### config.mk
export PLATFORM = sky130hd
export DESIGN_NAME = sgms_spreader
export DESIGN_NICKNAME = d
export VERILOG_FILES = /design/src/sgms_pkg.sv /design/src/sgms_spreader.sv
export SDC_FILE = /design/constraint.sdc
export NUM_CORES = 1
export LEC_CHECK = 0
export ABC_AREA = 1
export BUFFER_PORTS_ARGS = -buffer_cell sky130_fd_sc_hd__clkbuf_2
export CORE_MARGIN = 5
export CORE_UTILIZATION = 50
export DETAILED_ROUTE_END_ITERATION = 10
export PLACE_DENSITY = 0.74
export SKIP_LAST_GASP = 1
export SLEW_MARGIN = 20
export SYNTH_ARGS = -nofsm -noshare
export SYNTH_HDL_FRONTEND = slang
export SYNTH_SLANG_ARGS = --single-unit
### constraint.sdc
create_clock -name clock -period 4.25 [get_ports clock]
set_clock_uncertainty 0.05 [all_clocks]
set_input_delay 0.85 -clock clock [delete_from_list [all_inputs] [get_ports clock]]
set_output_delay 0.85 -clock clock [all_outputs]
set_load 0.05 [all_outputs]
### src/sgms_pkg.sv
// Constants, modes and carriers of the sub-GHz spreader
// Functional notes
// RL1 - BPSK spreads at 300 kchip/s (20 kb/s) or 600 kchip/s (40 kb/s).
// RL2 - BPSK symbol rate is 20 or 40 ksymbol/s.
// RL3 - BPSK shaping approximates raised cosine with roll-off one.
// RL4 - O-QPSK chip rate is 400 or 1000 kchip/s per configured mode.
// RL5 - At 400 kchip/s shaping is half-sine plus RC-0.2, or RC-0.2 alone.
// RL6 - At 1000 kchip/s shaping is half-sine, or alternatively RC-0.8.
// RL7 - Standard O-QPSK gives 100 kb/s at 25 ksym/s, 250 kb/s at 62.5 ksym/s.
// RL8 - High rate modes shorten the O-QPSK code by two or four.
// RL9 - Low chip rate: halved code gives 200 kb/s, quartered 400 kb/s.
// RL10 - High chip rate: halved code gives 500 kb/s, quartered 1000 kb/s.
// RL11 - Mode comes from modulation, chip-rate, high-rate and alternate selectors.
// RL12 - Host writes mode fields only while the radio is off.
// RL13 - Symbol period is 50 us at BPSK 20 kb/s, 25 us at 40 kb/s.
// RL14 - O-QPSK symbol period is 40 us (low rate) or 16 us (high rate).
// RL15 - High rate modes keep the base mode symbol period.
// RL16 - Only payload uses shortened codes; header goes at base rate.
// RL17 - 400 and 1000 kb/s modes scramble chips unless scrambler enable is cleared.
// RL18 - Short ack: 2 symbols (200/400), 3 symbols (500/1000); else 12 symbols.
// RL19 - Mode is latched on leaving radio-off, constant during frames.
// RL20 - Symbol timebase follows the latched mode.
package sgms_pkg;
	localparam int CLK_MHZ = 100;
	localparam logic [16:0] CLK_KHZ = 17'h186A0;
	// Chip rates in kchip/s
	localparam logic [9:0] CR_BPSK_LO = 10'h12C;
	localparam logic [9:0] CR_BPSK_HI = 10'h258;
	localparam logic [9:0] CR_OQ_LO = 10'h190;
	localparam logic [9:0] CR_OQ_HI = 10'h3E8;
	// Symbol periods in microseconds
	localparam int SYM_US_B20 = 50;
	localparam int SYM_US_B40 = 25;
	localparam int SYM_US_OLO = 40;
	localparam int SYM_US_OHI = 16;
	// Acknowledge delays in symbol periods
	localparam logic [3:0] ACK_SYM_STD = 4'hC;
	localparam logic [3:0] ACK_SYM_SLO = 4'h2;
	localparam logic [3:0] ACK_SYM_SHI = 4'h3;
	// Code lengths in chips
	localparam logic [4:0] LEN_BPSK = 5'h0F;
	localparam logic [4:0] LEN_OQ = 5'h10;
	localparam logic [4:0] LEN_HALF = 5'h08;
	localparam logic [4:0] LEN_QUART = 5'h04;
	// Base chip sequences, arbitrary pattern values
	localparam logic [15:0] OQ_BASE = 16'h3A5C;
	localparam logic [14:0] BP_BASE = 15'h09AF;
	localparam logic [6:0] SCR_SEED = 7'h7F;
	typedef enum logic [1:0] {HR_STD, HR_HALF, HR_QUART, HR_RSVD} sgms_rate_t;
	typedef enum logic [2:0] {SH_RC10, SH_SIN_RC02, SH_RC02, SH_SIN, SH_RC08} sgms_shape_t;
	typedef struct packed {
		logic oqpsk;
		logic fast;
		sgms_rate_t hr;
		logic alt;
		logic scram;
		logic short_ack;
	} sgms_mode_t;
	typedef struct packed {
		logic hdr;
		logic last;
		logic [7:0] data;
	} sgms_word_t;
	localparam int WORD_W = $bits(sgms_word_t);
	localparam sgms_mode_t MODE_RST = '{1'b0, 1'b0, HR_STD, 1'b0, 1'b1, 1'b0};
endpackage

### src/sgms_spreader.sv
// FIFO and spreading/symbol-timing core of the sub-GHz spreader
module sgms_fifo #(
	parameter int W = 10,
	parameter int D = 8
) (
	input wire logic clock,
	input wire logic rst,
	input wire logic s_valid,
	output logic s_ready,
	input wire logic [W-1:0] s_data,
	output logic m_valid,
	input wire logic m_ready,
	output logic [W-1:0] m_data
);
	localparam int AW = (D > 1) ? $clog2(D) : 1;
	logic [W-1:0] mem_q [D];
	logic [AW-1:0] wp_q;
	logic [AW-1:0] rp_q;
	logic [AW:0] cnt_q;
	logic [AW:0] cnt_d;
	logic ready_q;
	logic push;
	logic pop;

	if (D < 2 || W < 1) begin : g_chk
		$error("sgms_fifo: depth must be 2 or more");
	end

	// Handshakes and occupancy
	assign push = s_valid && ready_q;
	assign pop = m_valid && m_ready;
	assign cnt_d = cnt_q + (AW+1)'(push) - (AW+1)'(pop);
	assign s_ready = ready_q;
	assign m_valid = (cnt_q != '0);
	assign m_data = mem_q[rp_q];

	// Pointers and count
	always_ff @(posedge clock) begin
		if (rst) begin
			wp_q <= '0;
			rp_q <= '0;
			cnt_q <= '0;
			ready_q <= 1'b0;
		end else begin
			if (push) wp_q <= (wp_q == AW'(D-1)) ? '0 : wp_q + 1'b1;
			if (pop) rp_q <= (rp_q == AW'(D-1)) ? '0 : rp_q + 1'b1;
			cnt_q <= cnt_d;
			ready_q <= (cnt_d < (AW+1)'(D));
		end
	end

	// Storage
	always_ff @(posedge clock) begin
		if (push) mem_q[wp_q] <= s_data;
	end
endmodule

module sgms_spreader
	import sgms_pkg::*;
#(
	parameter int SYM_B20 = sgms_pkg::SYM_US_B20 * sgms_pkg::CLK_MHZ,
	parameter int SYM_B40 = sgms_pkg::SYM_US_B40 * sgms_pkg::CLK_MHZ,
	parameter int SYM_OLO = sgms_pkg::SYM_US_OLO * sgms_pkg::CLK_MHZ,
	parameter int SYM_OHI = sgms_pkg::SYM_US_OHI * sgms_pkg::CLK_MHZ,
	parameter int FIFO_D = 8
) (
	input wire logic clock,
	input wire logic rst,
	input wire logic radio_off_state,
	input wire logic modulation_select,
	input wire logic chip_rate_select,
	input wire logic [1:0] high_rate_select,
	input wire logic alternate_shaping_select,
	input wire logic chip_scrambler_enable,
	input wire logic short_ack_delay_select,
	input wire logic in_valid,
	output logic in_ready,
	input wire sgms_pkg::sgms_word_t in_word,
	input wire logic ack_start,
	output logic ack_due,
	output logic chip_out,
	output logic chip_iq,
	output logic chip_valid,
	output sgms_pkg::sgms_shape_t shaping,
	output logic symbol_tick,
	output logic tx_busy,
	output logic tx_done
);
	import sgms_pkg::*;
	typedef enum logic {ST_IDLE, ST_SPREAD} sgms_state_t;

	sgms_state_t st_q;
	sgms_mode_t mode_q;
	sgms_word_t cur_q;
	sgms_word_t f_word;
	sgms_shape_t shape_w;
	logic [WORD_W-1:0] f_data;
	logic f_valid;
	logic f_pop;
	logic [16:0] acc_q;
	logic [16:0] acc_sum;
	logic strobe;
	logic [4:0] cidx_q;
	logic [2:0] sidx_q;
	logic [15:0] scnt_q;
	logic [15:0] sym_len;
	logic [9:0] rate_w;
	logic [4:0] code_len;
	logic [2:0] sym_last;
	logic [3:0] nib;
	logic [3:0] oq_idx;
	logic bit_w;
	logic raw_chip;
	logic scr_on;
	logic [6:0] lfsr_q;
	logic [3:0] ack_len;
	logic [3:0] ack_cnt_q;
	logic ack_run_q;
	logic chip_q;
	logic iq_q;
	logic cv_q;
	logic tick_q;
	logic due_q;
	logic busy_q;
	logic done_q;
	logic code_end;
	logic byte_end;

	if (SYM_B20 < 1 || SYM_B20 > 65535 || SYM_B40 < 1 || SYM_B40 > 65535 ||
		SYM_OLO < 1 || SYM_OLO > 65535 || SYM_OHI < 1 || SYM_OHI > 65535) begin : g_chk
		$error("sgms_spreader: symbol period counts out of range");
	end

	sgms_fifo #(.W(WORD_W), .D(FIFO_D)) u_fifo (
		.clock(clock),
		.rst(rst),
		.s_valid(in_valid),
		.s_ready(in_ready),
		.s_data(in_word),
		.m_valid(f_valid),
		.m_ready(f_pop),
		.m_data(f_data)
	);
	assign f_word = sgms_word_t'(f_data);
	assign f_pop = (st_q == ST_IDLE) && f_valid;

	// Mode decode: chip rate, symbol period, shaping
	assign rate_w = mode_q.oqpsk ? (mode_q.fast ? CR_OQ_HI : CR_OQ_LO)
		: (mode_q.fast ? CR_BPSK_HI : CR_BPSK_LO); // see RL1, see RL4
	assign sym_len = mode_q.oqpsk ? (mode_q.fast ? 16'(SYM_OHI) : 16'(SYM_OLO))
		: (mode_q.fast ? 16'(SYM_B40) : 16'(SYM_B20)); // see RL13, see RL14, see RL15
	assign shape_w = !mode_q.oqpsk ? SH_RC10
		: (mode_q.fast ? (mode_q.alt ? SH_RC08 : SH_SIN)
		: (mode_q.alt ? SH_RC02 : SH_SIN_RC02)); // see RL3, see RL5, see RL6

	// Code length: header always at base rate
	assign code_len = !mode_q.oqpsk ? LEN_BPSK
		: (cur_q.hdr || mode_q.hr == HR_STD) ? LEN_OQ
		: (mode_q.hr == HR_HALF) ? LEN_HALF : LEN_QUART; // see RL8, see RL16
	assign sym_last = mode_q.oqpsk ? 3'h1 : 3'h7;
	assign scr_on = mode_q.oqpsk && !cur_q.hdr && mode_q.scram
		&& (mode_q.hr == HR_QUART || mode_q.hr == HR_RSVD); // see RL17

	// Chip generation: 4 bits per O-QPSK symbol, 1 per BPSK symbol
	assign nib = sidx_q[0] ? cur_q.data[7:4] : cur_q.data[3:0]; // see RL7, see RL9, see RL10
	assign bit_w = cur_q.data[sidx_q];
	assign oq_idx = cidx_q[3:0] + nib;
	assign raw_chip = mode_q.oqpsk ? OQ_BASE[oq_idx] : (BP_BASE[cidx_q[3:0]] ^ bit_w); // see RL2
	assign acc_sum = acc_q + {7'h00, rate_w};
	assign strobe = (st_q == ST_SPREAD) && (acc_sum >= CLK_KHZ);
	assign code_end = strobe && (cidx_q == code_len - 5'h01);
	assign byte_end = code_end && (sidx_q == sym_last);
	assign ack_len = (mode_q.short_ack && mode_q.oqpsk && mode_q.hr != HR_STD)
		? (mode_q.fast ? ACK_SYM_SHI : ACK_SYM_SLO) : ACK_SYM_STD; // see RL18

	// Mode latch: follows selectors only while radio is off
	always_ff @(posedge clock) begin
		if (rst) begin
			mode_q <= MODE_RST;
		end else if (radio_off_state) begin // see RL12, see RL19
			mode_q <= '{modulation_select, chip_rate_select, sgms_rate_t'(high_rate_select),
				alternate_shaping_select, chip_scrambler_enable, short_ack_delay_select}; // see RL11
		end
	end

	// Spreading state machine
	always_ff @(posedge clock) begin
		if (rst) begin
			st_q <= ST_IDLE;
			cur_q <= '0;
			cidx_q <= '0;
			sidx_q <= '0;
		end else begin
			case (st_q)
				ST_IDLE: begin
					if (f_valid) begin
						cur_q <= f_word;
						cidx_q <= '0;
						sidx_q <= '0;
						st_q <= ST_SPREAD;
					end
				end
				ST_SPREAD: begin
					if (byte_end) begin
						st_q <= ST_IDLE;
					end else if (code_end) begin
						cidx_q <= '0;
						sidx_q <= sidx_q + 3'h1;
					end else if (strobe) begin
						cidx_q <= cidx_q + 5'h01;
					end
				end
				default: st_q <= ST_IDLE;
			endcase
		end
	end

	// Fractional chip-rate accumulator
	always_ff @(posedge clock) begin
		if (rst || st_q != ST_SPREAD) acc_q <= '0;
		else acc_q <= strobe ? acc_sum - CLK_KHZ : acc_sum;
	end

	// Chip outputs and scrambler
	always_ff @(posedge clock) begin
		if (rst) begin
			chip_q <= 1'b0;
			iq_q <= 1'b0;
			cv_q <= 1'b0;
			lfsr_q <= SCR_SEED;
		end else begin
			cv_q <= strobe;
			if (strobe) begin
				chip_q <= raw_chip ^ (scr_on & lfsr_q[6]);
				iq_q <= mode_q.oqpsk & cidx_q[0];
			end
			if (!busy_q) lfsr_q <= SCR_SEED;
			else if (strobe && scr_on) lfsr_q <= {lfsr_q[5:0], lfsr_q[6] ^ lfsr_q[5]};
		end
	end

	// Frame status
	always_ff @(posedge clock) begin
		if (rst) begin
			busy_q <= 1'b0;
			done_q <= 1'b0;
		end else begin
			done_q <= byte_end && cur_q.last;
			if (f_pop) busy_q <= 1'b1;
			else if (byte_end && cur_q.last) busy_q <= 1'b0;
		end
	end

	// Symbol timebase and acknowledge delay
	always_ff @(posedge clock) begin
		if (rst || radio_off_state) begin
			scnt_q <= '0;
			tick_q <= 1'b0;
		end else begin
			tick_q <= (scnt_q == sym_len - 16'h0001); // see RL20
			scnt_q <= (scnt_q >= sym_len - 16'h0001) ? '0 : scnt_q + 16'h0001;
		end
	end

	always_ff @(posedge clock) begin
		if (rst) begin
			ack_run_q <= 1'b0;
			ack_cnt_q <= '0;
			due_q <= 1'b0;
		end else begin
			due_q <= ack_run_q && tick_q && (ack_cnt_q == 4'h1);
			if (ack_start) begin
				ack_run_q <= 1'b1;
				ack_cnt_q <= ack_len;
			end else if (ack_run_q && tick_q) begin
				ack_cnt_q <= ack_cnt_q - 4'h1;
				if (ack_cnt_q == 4'h1) ack_run_q <= 1'b0;
			end
		end
	end

	// Registered outputs
	assign chip_out = chip_q;
	assign chip_iq = iq_q;
	assign chip_valid = cv_q;
	assign symbol_tick = tick_q;
	assign ack_due = due_q;
	assign tx_busy = busy_q;
	assign tx_done = done_q;
	always_ff @(posedge clock) begin
		if (rst) shaping <= SH_RC10;
		else shaping <= shape_w;
	end

	// Checks
	AST_MODE_HOLD: assert property (@(posedge clock) disable iff (rst)
		!radio_off_state |=> $stable(mode_q)) else $error("mode changed with radio on"); // see RL19
	AST_BPSK_RATE: assert property (@(posedge clock) disable iff (rst)
		!mode_q.oqpsk |-> rate_w == (mode_q.fast ? 10'h258 : 10'h12C))
		else $error("BPSK chip rate wrong"); // see RL1
	AST_OQ_RATE: assert property (@(posedge clock) disable iff (rst)
		mode_q.oqpsk |-> rate_w == (mode_q.fast ? 10'h3E8 : 10'h190))
		else $error("O-QPSK chip rate wrong"); // see RL4
	AST_SHAPE: assert property (@(posedge clock) disable iff (rst)
		##1 $stable(mode_q) |-> shaping == $past(shape_w) && (mode_q.oqpsk || shaping == SH_RC10))
		else $error("shaping wrong"); // see RL3
	AST_HDR_LEN: assert property (@(posedge clock) disable iff (rst)
		(mode_q.oqpsk && cur_q.hdr) |-> code_len == 5'h10) else $error("header code shortened"); // see RL16
	AST_QUART_LEN: assert property (@(posedge clock) disable iff (rst)
		(mode_q.oqpsk && !cur_q.hdr && mode_q.hr == HR_QUART) |-> code_len == 5'h04 && scr_on == mode_q.scram)
		else $error("quarter code or scrambler wrong"); // see RL8
	AST_SYM_B20: assert property (@(posedge clock) disable iff (rst || radio_off_state)
		(!mode_q.oqpsk && !mode_q.fast) |-> sym_len == 16'(SYM_B20)) else $error("symbol period wrong"); // see RL13
	AST_SYM_OQ: assert property (@(posedge clock) disable iff (rst || radio_off_state)
		tick_q |-> scnt_q == 16'h0000 && $past(scnt_q) == sym_len - 16'h0001)
		else $error("symbol tick misplaced"); // see RL20
	AST_ACK_STD: assert property (@(posedge clock) disable iff (rst)
		(ack_start && !mode_q.short_ack) |=> ack_cnt_q == 4'hC) else $error("ack delay not 12"); // see RL18
	AST_CHIP_PULSE: assert property (@(posedge clock) disable iff (rst)
		cv_q |=> !cv_q) else $error("chip strobe too long"); // see RL7
endmodule

==> results of run 1 <==
==> where the power goes <==
group	internal (mW)	switching, mW
Sequential	1.88	0.125
Clock	0.813	0.766
Combinational	0.553	0.990
Total	3.24	1.88
==> cells in the mapped netlist (2+ instances only) <==
cell | count | share of area [%]
nand2_1 | 168 | 7.3
nor2_1 | 118 | 5.1
inv_1 | 108 | 4.7
dfxtp_1 | 91 | 21
edfxtp_1 | 80 | 28
o21ai_0 | 55 | 3.2
a21oi_1 | 52 | 3.0
ha_1 | 52 | 7.6
nand3_1 | 49 | 2.8
clkbuf_1 | 19 | 0.83
nand2_2 | 18 | 1.3
o211ai_1 | 16 | 1.4
nand4_1 | 13 | 0.94
inv_2 | 12 | 0.52
xor2_1 | 11 | 1.1
mux2i_1 | 10 | 1.2
nor3_1 | 10 | 0.58
o221ai_1 | 10 | 1.0
o32ai_1 | 10 | 1.0
xnor2_1 | 7 | 0.71
nor3b_1 | 6 | 0.52
nand3_2 | 5 | 0.58
nand2_4 | 4 | 0.52
buf_2 | 3 | 0.17
fa_1 | 3 | 0.70
nand3b_2 | 3 | 0.39
nor2_2 | 3 | 0.22
or2_2 | 3 | 0.22
a22oi_1 | 2 | 0.17
buf_1 | 2 | 0.087
nand3b_1 | 2 | 0.17
nor2_4 | 2 | 0.26
nor4_1 | 2 | 0.15
o21ai_1 | 2 | 0.12
o21bai_4 | 2 | 0.44
==> area by class of cell <==
| class | instances | area [um^2] |
|---|---|---|
| clock inverters | 15 | 192.7 |
| clock buffers | 17 | 425.4 |
| inverters | 121 | 454.2 |
| well taps | 225 | 281.5 |
| flip-flops and latches | 171 | 4224 |
| repair buffers | 46 | 265.3 |
| fillers | 1497 | 7437 |
| multi-input cells | 655 | 3836 |
==> metal layers <==
metal | GRT usage, % | share of wire (%)
met1 | 23.20 | 45
met2 | 31.45 | 49
met3 | 4.786 | 4.2
met4 | 6.680 | 2.2
met5 | 0 | 0
==> worst paths after layout <==
kind	cells past startpoint	from	endpoint	slack, ns
worst min-delay path	2	lfsr_q[4]	lfsr_q[4]	0.41
worst max-delay path	20	mode_q[5]	acc_q[14]	0.60
worst min register to register	2	lfsr_q[4]	lfsr_q[4]	0.41
worst max register to register	20	mode_q[5]	acc_q[14]	0.60
==> logic make-up (layout without fill, tap and decap cells) <==
kind of cell	Yosys count	in the layout	synth area share [%]
other	1	3	0.04354
DFF	171	171	49.04
adders and majority gates	55	55	8.251
AOI/OAI and AO/OA	160	160	11.52
xor gates and xnor gates	18	18	1.830
buffers and inverters	147	199	6.508
and+or+nand+nor	409	409	21.64
muxes	10	10	1.162
==> registers in the layout, indices dropped and copies added, names as in the netlist, 3 cells and up, named ones only <==
name / count
mode_q: 7
acc_q: 15
cidx_q: 5
shaping: 3
sidx_q: 3
cur_q: 10
u_fifo.cnt_q: 4
u_fifo.mem_q: 80
scnt_q: 16
lfsr_q: 7
u_fifo.wp_q: 3
ack_cnt_q: 4
u_fifo.rp_q: 3
==> worst max-delay path, delay by kind of cell, from the launching register on <==
family | cells | cell delay [ns]
flops | 1 | 0.32
simple gates | 11 | 1.42
fa+ha+maj | 4 | 1.00
xor+xnor | 1 | 0.15
buf+inv | 4 | 0.58
==> through the flow <==
| stage | std cells | instance area (um^2) |
|---|---|---|
| 2_1_floorplan | 973 | 8621 |
| 3_3_place_gp | 1218 | 9061 |
| 3_5_place_dp | 1218 | 9061 |
| 4_1_cts | 1250 | 9679 |
| 5_1_grt | 1250 | 9679 |
| 6_report | 1250 | 9679 |
==> impl_results.md, run 1 <==
- Wire per inst: about 14 um
- DIE AREA: approximately 20000 um^2
- Clock Root Buffer: clkbuf_16
- Final period util: 85.92%
- DP HPWL: between 10000 and 15000 um
- Synth warnings: 0
- Relative slew margins: about a quarter
- Vias per inst: around 5.3
- CTS buffer count: 17
- Max-Cap Viols: 0
- Area grow syn2layout: 12.38%
- Die height: roughly 140 um
- CTS Buffer Depth: 2
- Worst Tran Pin Value: ~1.1 ns
- Routed WL: 18050 um
- CP max stage cell: fa_1
- # nets final: 1089
- Synth Flop Type: dfxtp_1
- Critical path peak fanout: 11
- Port Buf Inserts: 32
- LEAKAGE: about 4 nW
- TNS Setup: 0 ns
- Post-CTS sizing: 0
- CTS Hold Bufs: 0
- Pin count of the biggest net entering global routing: 44
- CTS tree: done
- H-tree levels: 4
- Post-layout util: 56.55%
- Final Hold Viols: 0
- Post-synth ARST share: 0%
- Sequential element share of the synthesized area: slightly below 50%
- Sink Count: 171
- Clk Latency, worst-skew pair: about 0.45 ns
- Worst Hold Class: flip-flop to flip-flop
- Final Max Slew Viols: 0
- Crit-path cells: inv_1 -> ha_1 -> ha_1 -> inv_1 -> fa_1 -> inv_1 -> nand3_1 -> nand3b_1 -> nand2_1 -> ha_1 -> nand3b_2 -> nand2_1 -> nand2_1 -> nand3_2 -> nand3_2 -> inv_1 -> nand4_1 -> nor2_1 -> xor2_1 -> nor2_1
- Synth Instances: 971
- Max Clock Freq: 273.9 MHz
- Tot Pwr: 5.125 mW
- Setup Viol. Count Final: 0
- CP dominant cell by count: inv_1
- Post-Syn Area: between 8000 and 9000 um^2
- Initial core utilization: between 50% and 60%
- First-pass GRT wire length: ~30000 um
- TritonRoute pass-1 iters: 5
- Final WS setup: 0.5985 ns
- Vias in the first global route: 6304
- GR Overflow Total: 0
- Num rows: 48
- CP Launch Type: flip-flop
- Pwr dens: 529.5 nW/um^2
- Min Hold Slack: slightly above 0.4 ns
- GP Congestion: about 0.90
- DR iter-0 viols: roughly 440
- Antenna diodes: 0
- Commonest non-fill, non-tap cell in the layout: nand2_1
- Overall die width: ~140 um
- CP Class: flip-flop to flip-flop
- Yosys reg bits: approximately 170
- I/O pin cnt: 33
- Worst Setup End Kind: flip-flop
- Max incr delay on CP: about 0.40 ns
- Avg Inst Size Synth: a little under 9 um^2
- Post-synth cell types: 53
- RSZ-0062 raised after global routing: false
- Total number of vias: ~6600
- Core region area: 17120 um^2
- GRT Total Usage: a little under a fifth
- Number of synthesized flops with an enable pin: 80
- CP Data Required Time: roughly 4.5 ns
- Proportion of layout cells with a drive suffix above 1: 13.17%
- Final critical-path required period: around 3.7 ns
- DRC Markers: 0
- Clock transition time at the flip-flop clock pins of the worst setup and hold paths: around 0.070 ns
- Initial antenna violation count: 0
- Post-route ant nets: 0
- VDD IR-drop max: approximately 340 uV
- Status: complete, no violations
- Number of post-CTS setup repair buffers: 0
- Most frequent cells in the layout: nand2_1, nor2_1, inv_1
- Post-Place Worst Slack: just under 0.7 ns
- CP arrival: approximately 4 ns
Power figures use the tool's default switching activity.
==> run 2: changes to the inputs <==
==> constraint.sdc (replaced) <==
create_clock -name clock -period 3.95 [get_ports clock]
set_clock_uncertainty 0.05 [all_clocks]
set_input_delay 0.79 -clock clock [delete_from_list [all_inputs] [get_ports clock]]
set_output_delay 0.79 -clock clock [all_outputs]
set_load 0.05 [all_outputs]
==> run 2 against run 1 <==
  * Routed wire length fell by 2.0%
  * Maximum frequency rose by 3.4%
  * First-iteration DRC count fell by 12%
  * Final cell count rose by 0.32%
  * Sequential power rose by 9%
  * Register-to-register slack got worse by 0.18 ns
  * Hold slack got worse by 0.0084 ns
  * Critical path type unchanged
==> impl_results.md, run 2 (synthesized netlist as in run 1, its figures left out) <==
- R2r startpoint: mode_q[5]
- Placed Cells incl. Taps: around 1200
- Max FFs per register: 80
- Routed WL: about 18000 um
- Final Hold Viols: 0
- Vias in the first global route: approximately 6300
- TNS Setup: 0 ns
- Max incr delay on CP: ~0.40 ns
- VDD IR-drop max: approximately 370 uV
- DRC Markers: 0
- I/O pin cnt: 33
- DR iter-0 viols: ~380
- Finished Layout Cells: between 1000 and 1500
- Worst reg2reg setup slack: between 0.4 and 0.5 ns
- Tot Pwr: 5.354 mW
- Clock share of power: 29.2%
- Worst Tran Pin Value: approximately 1.0 ns
- Pwr dens: between 500 and 600 nW/um^2
- DIE AREA: 19950 um^2
- Initial core utilization: ~50%
- CP Launch Type: flip-flop
- GP Congestion: between 0.8 and 0.9
- Final period util: around nine tenths
- CP Class: flip-flop to flip-flop
- CTS tree: done
- Total number of vias: ~6600
- Area grow syn2layout: 12.04%
- Overall die width: about 140 um
- CTS Buffer Depth: 2
- Num rows: 48
- CTS buffer count: 17
- Hold Startpoint: mode_q[0]
- CP max stage cell: fa_1
- LEAKAGE: slightly above 4 nW
- Sw power: between 1.5 and 2 mW
- CP dominant cell by count: nand2_1
- Combinational Power Share: 30.3%
- GRT Total Usage: 18.41%
- Initial antenna violation count: 0
- CP Data Required Time: 4.23 ns
- Hold endpoint: mode_q[0]
- Sink Count: ~170
- Final Max Slew Viols: 0
- Worst Path Buf+Inv: 4
- Top reg by flops: u_fifo.mem_q
- Wire per inst: about 14 um
- # nets final: ~1100
- GR Overflow Total: 0
- Setup Viol. Count Final: 0
- Proportion of layout cells with a drive suffix above 1: about an eighth
- Critical path peak fanout: 7
- Status: complete, no violations
- Reg power frac: 40.5%
- Clock transition time at the flip-flop clock pins of the worst setup and hold paths: about 0.060 ns
- Post-layout util: a little under three fifths
- Commonest non-fill, non-tap cell in the layout: nand2_1
- Biggest regs: u_fifo.mem_q: 80 flops, scnt_q: 16 flops, acc_q: 15 flops
- Pin count of the biggest net entering global routing: between 40 and 50
- Port Buf Inserts: 32
- Vias per inst: around 5.3
- Post-route cell area: ~9700 um^2
- Die height: between 100 and 150 um
- Clk Latency, worst-skew pair: 0.43 ns
- Dpl cell area: 9091 um^2
- DP HPWL: 12060 um
- Power Internal: about 3.4 mW
- Worst hold path depth: 2
- Relative slew margins: between 30 and 40%
- CP arrival: around 3.8 ns
- Antenna diodes: 0
- First-pass GRT wire length: about 30000 um
- Final critical-path required period: between 3 and 4 ns
- CTS Hold Bufs: 0
- Post-route ant nets: 0
- TritonRoute pass-1 iters: 5
- Clock Root Buffer: clkbuf_16
- Cells on worst reg2reg path: 25
- Core region area: 17120 um^2
- Worst Hold Class: flip-flop to flip-flop
- Max-Cap Viols: 0
- Crit-path leading delay family: simple AND/OR/NAND/NOR gates
- H-tree levels: 4
- Number of post-CTS setup repair buffers: 0
- Sw frac: between 30% and 40%
- Post-CTS sizing: 0
- Max Clock Freq: approximately 280 MHz
- Worst Setup End Kind: flip-flop
- RSZ-0062 raised after global routing: false
- Most frequent cells in the layout: nand2_1, nor2_1, inv_1
==> run 2: changes by cell type in the layout (fill, tap and decap cells not counted), sizes merged <==
cell and delta:
clkinvlp -1, inv -5, buf +4, clkinv +6
==> run 2: tightest hold or removal path, delay by kind of cell (launching register included) <==
kind	cells	cell delay, ns
buffers and inverters	1	0.06
flip-flops	1	0.30
AO/OA/AOI/OAI	1	0.06
==> run 2: power groups by stage <==
| stage | sequential, mW | clock [mW] | combinational [mW] |
|---|---|---|---|
| after floorplan | 2.17 | 0 | 1.26 |
| after global placement | 2.21 | 0 | 1.60 |
| after detailed placement | 2.21 | 0 | 1.62 |
| after CTS | 2.17 | 1.59 | 1.63 |
| after global routing | 2.19 | 1.67 | 1.86 |
| final | 2.17 | 1.56 | 1.62 |
==> run 2: layer usage <==
metal	up-vias	routed length (um)	GRT usage, %
met5	-	0	0
met4	0	392	6.374
met3	38	831	3.707
met2	136	8636	31.88
met1	3084	7836	22.97
li1	3368	-	-
==> run 2: cell type report <==
class,count,area (um^2)
clock buffers,17,425.4
clock inverters,15,133.9
fillers,1495,7466
inverters,121,454.2
multi-input cells,655,3836
flip-flops and latches,171,4224
well taps,225,281.5
repair buffers,50,295.3
==> run 2: metrics by stage <==
stage / hold WS, ns / setup WS (ns)
floorplan: 0.3729 / 0.5664
global placement: 0.3890 / 0.5781
detailed placement: 0.3962 / 0.4580
CTS: 0.4050 / 0.4354
global route: 0.4319 / 0.1036
finish: 0.4038 / 0.4172
==> run 2: worst max path at each step <==
stage | from | cells past startpoint | to | slack, ns
2_1_floorplan | mode_q[6] | 24 | flip-flop | 0.57
3_3_place_gp | mode_q[5] | 25 | flip-flop | 0.58
3_5_place_dp | mode_q[5] | 24 | flip-flop | 0.46
4_1_cts | mode_q[5] | 24 | flip-flop | 0.44
5_1_grt | mode_q[5] | 20 | lfsr_q[0] | 0.10
6_report | mode_q[5] | 25 | flip-flop | 0.42
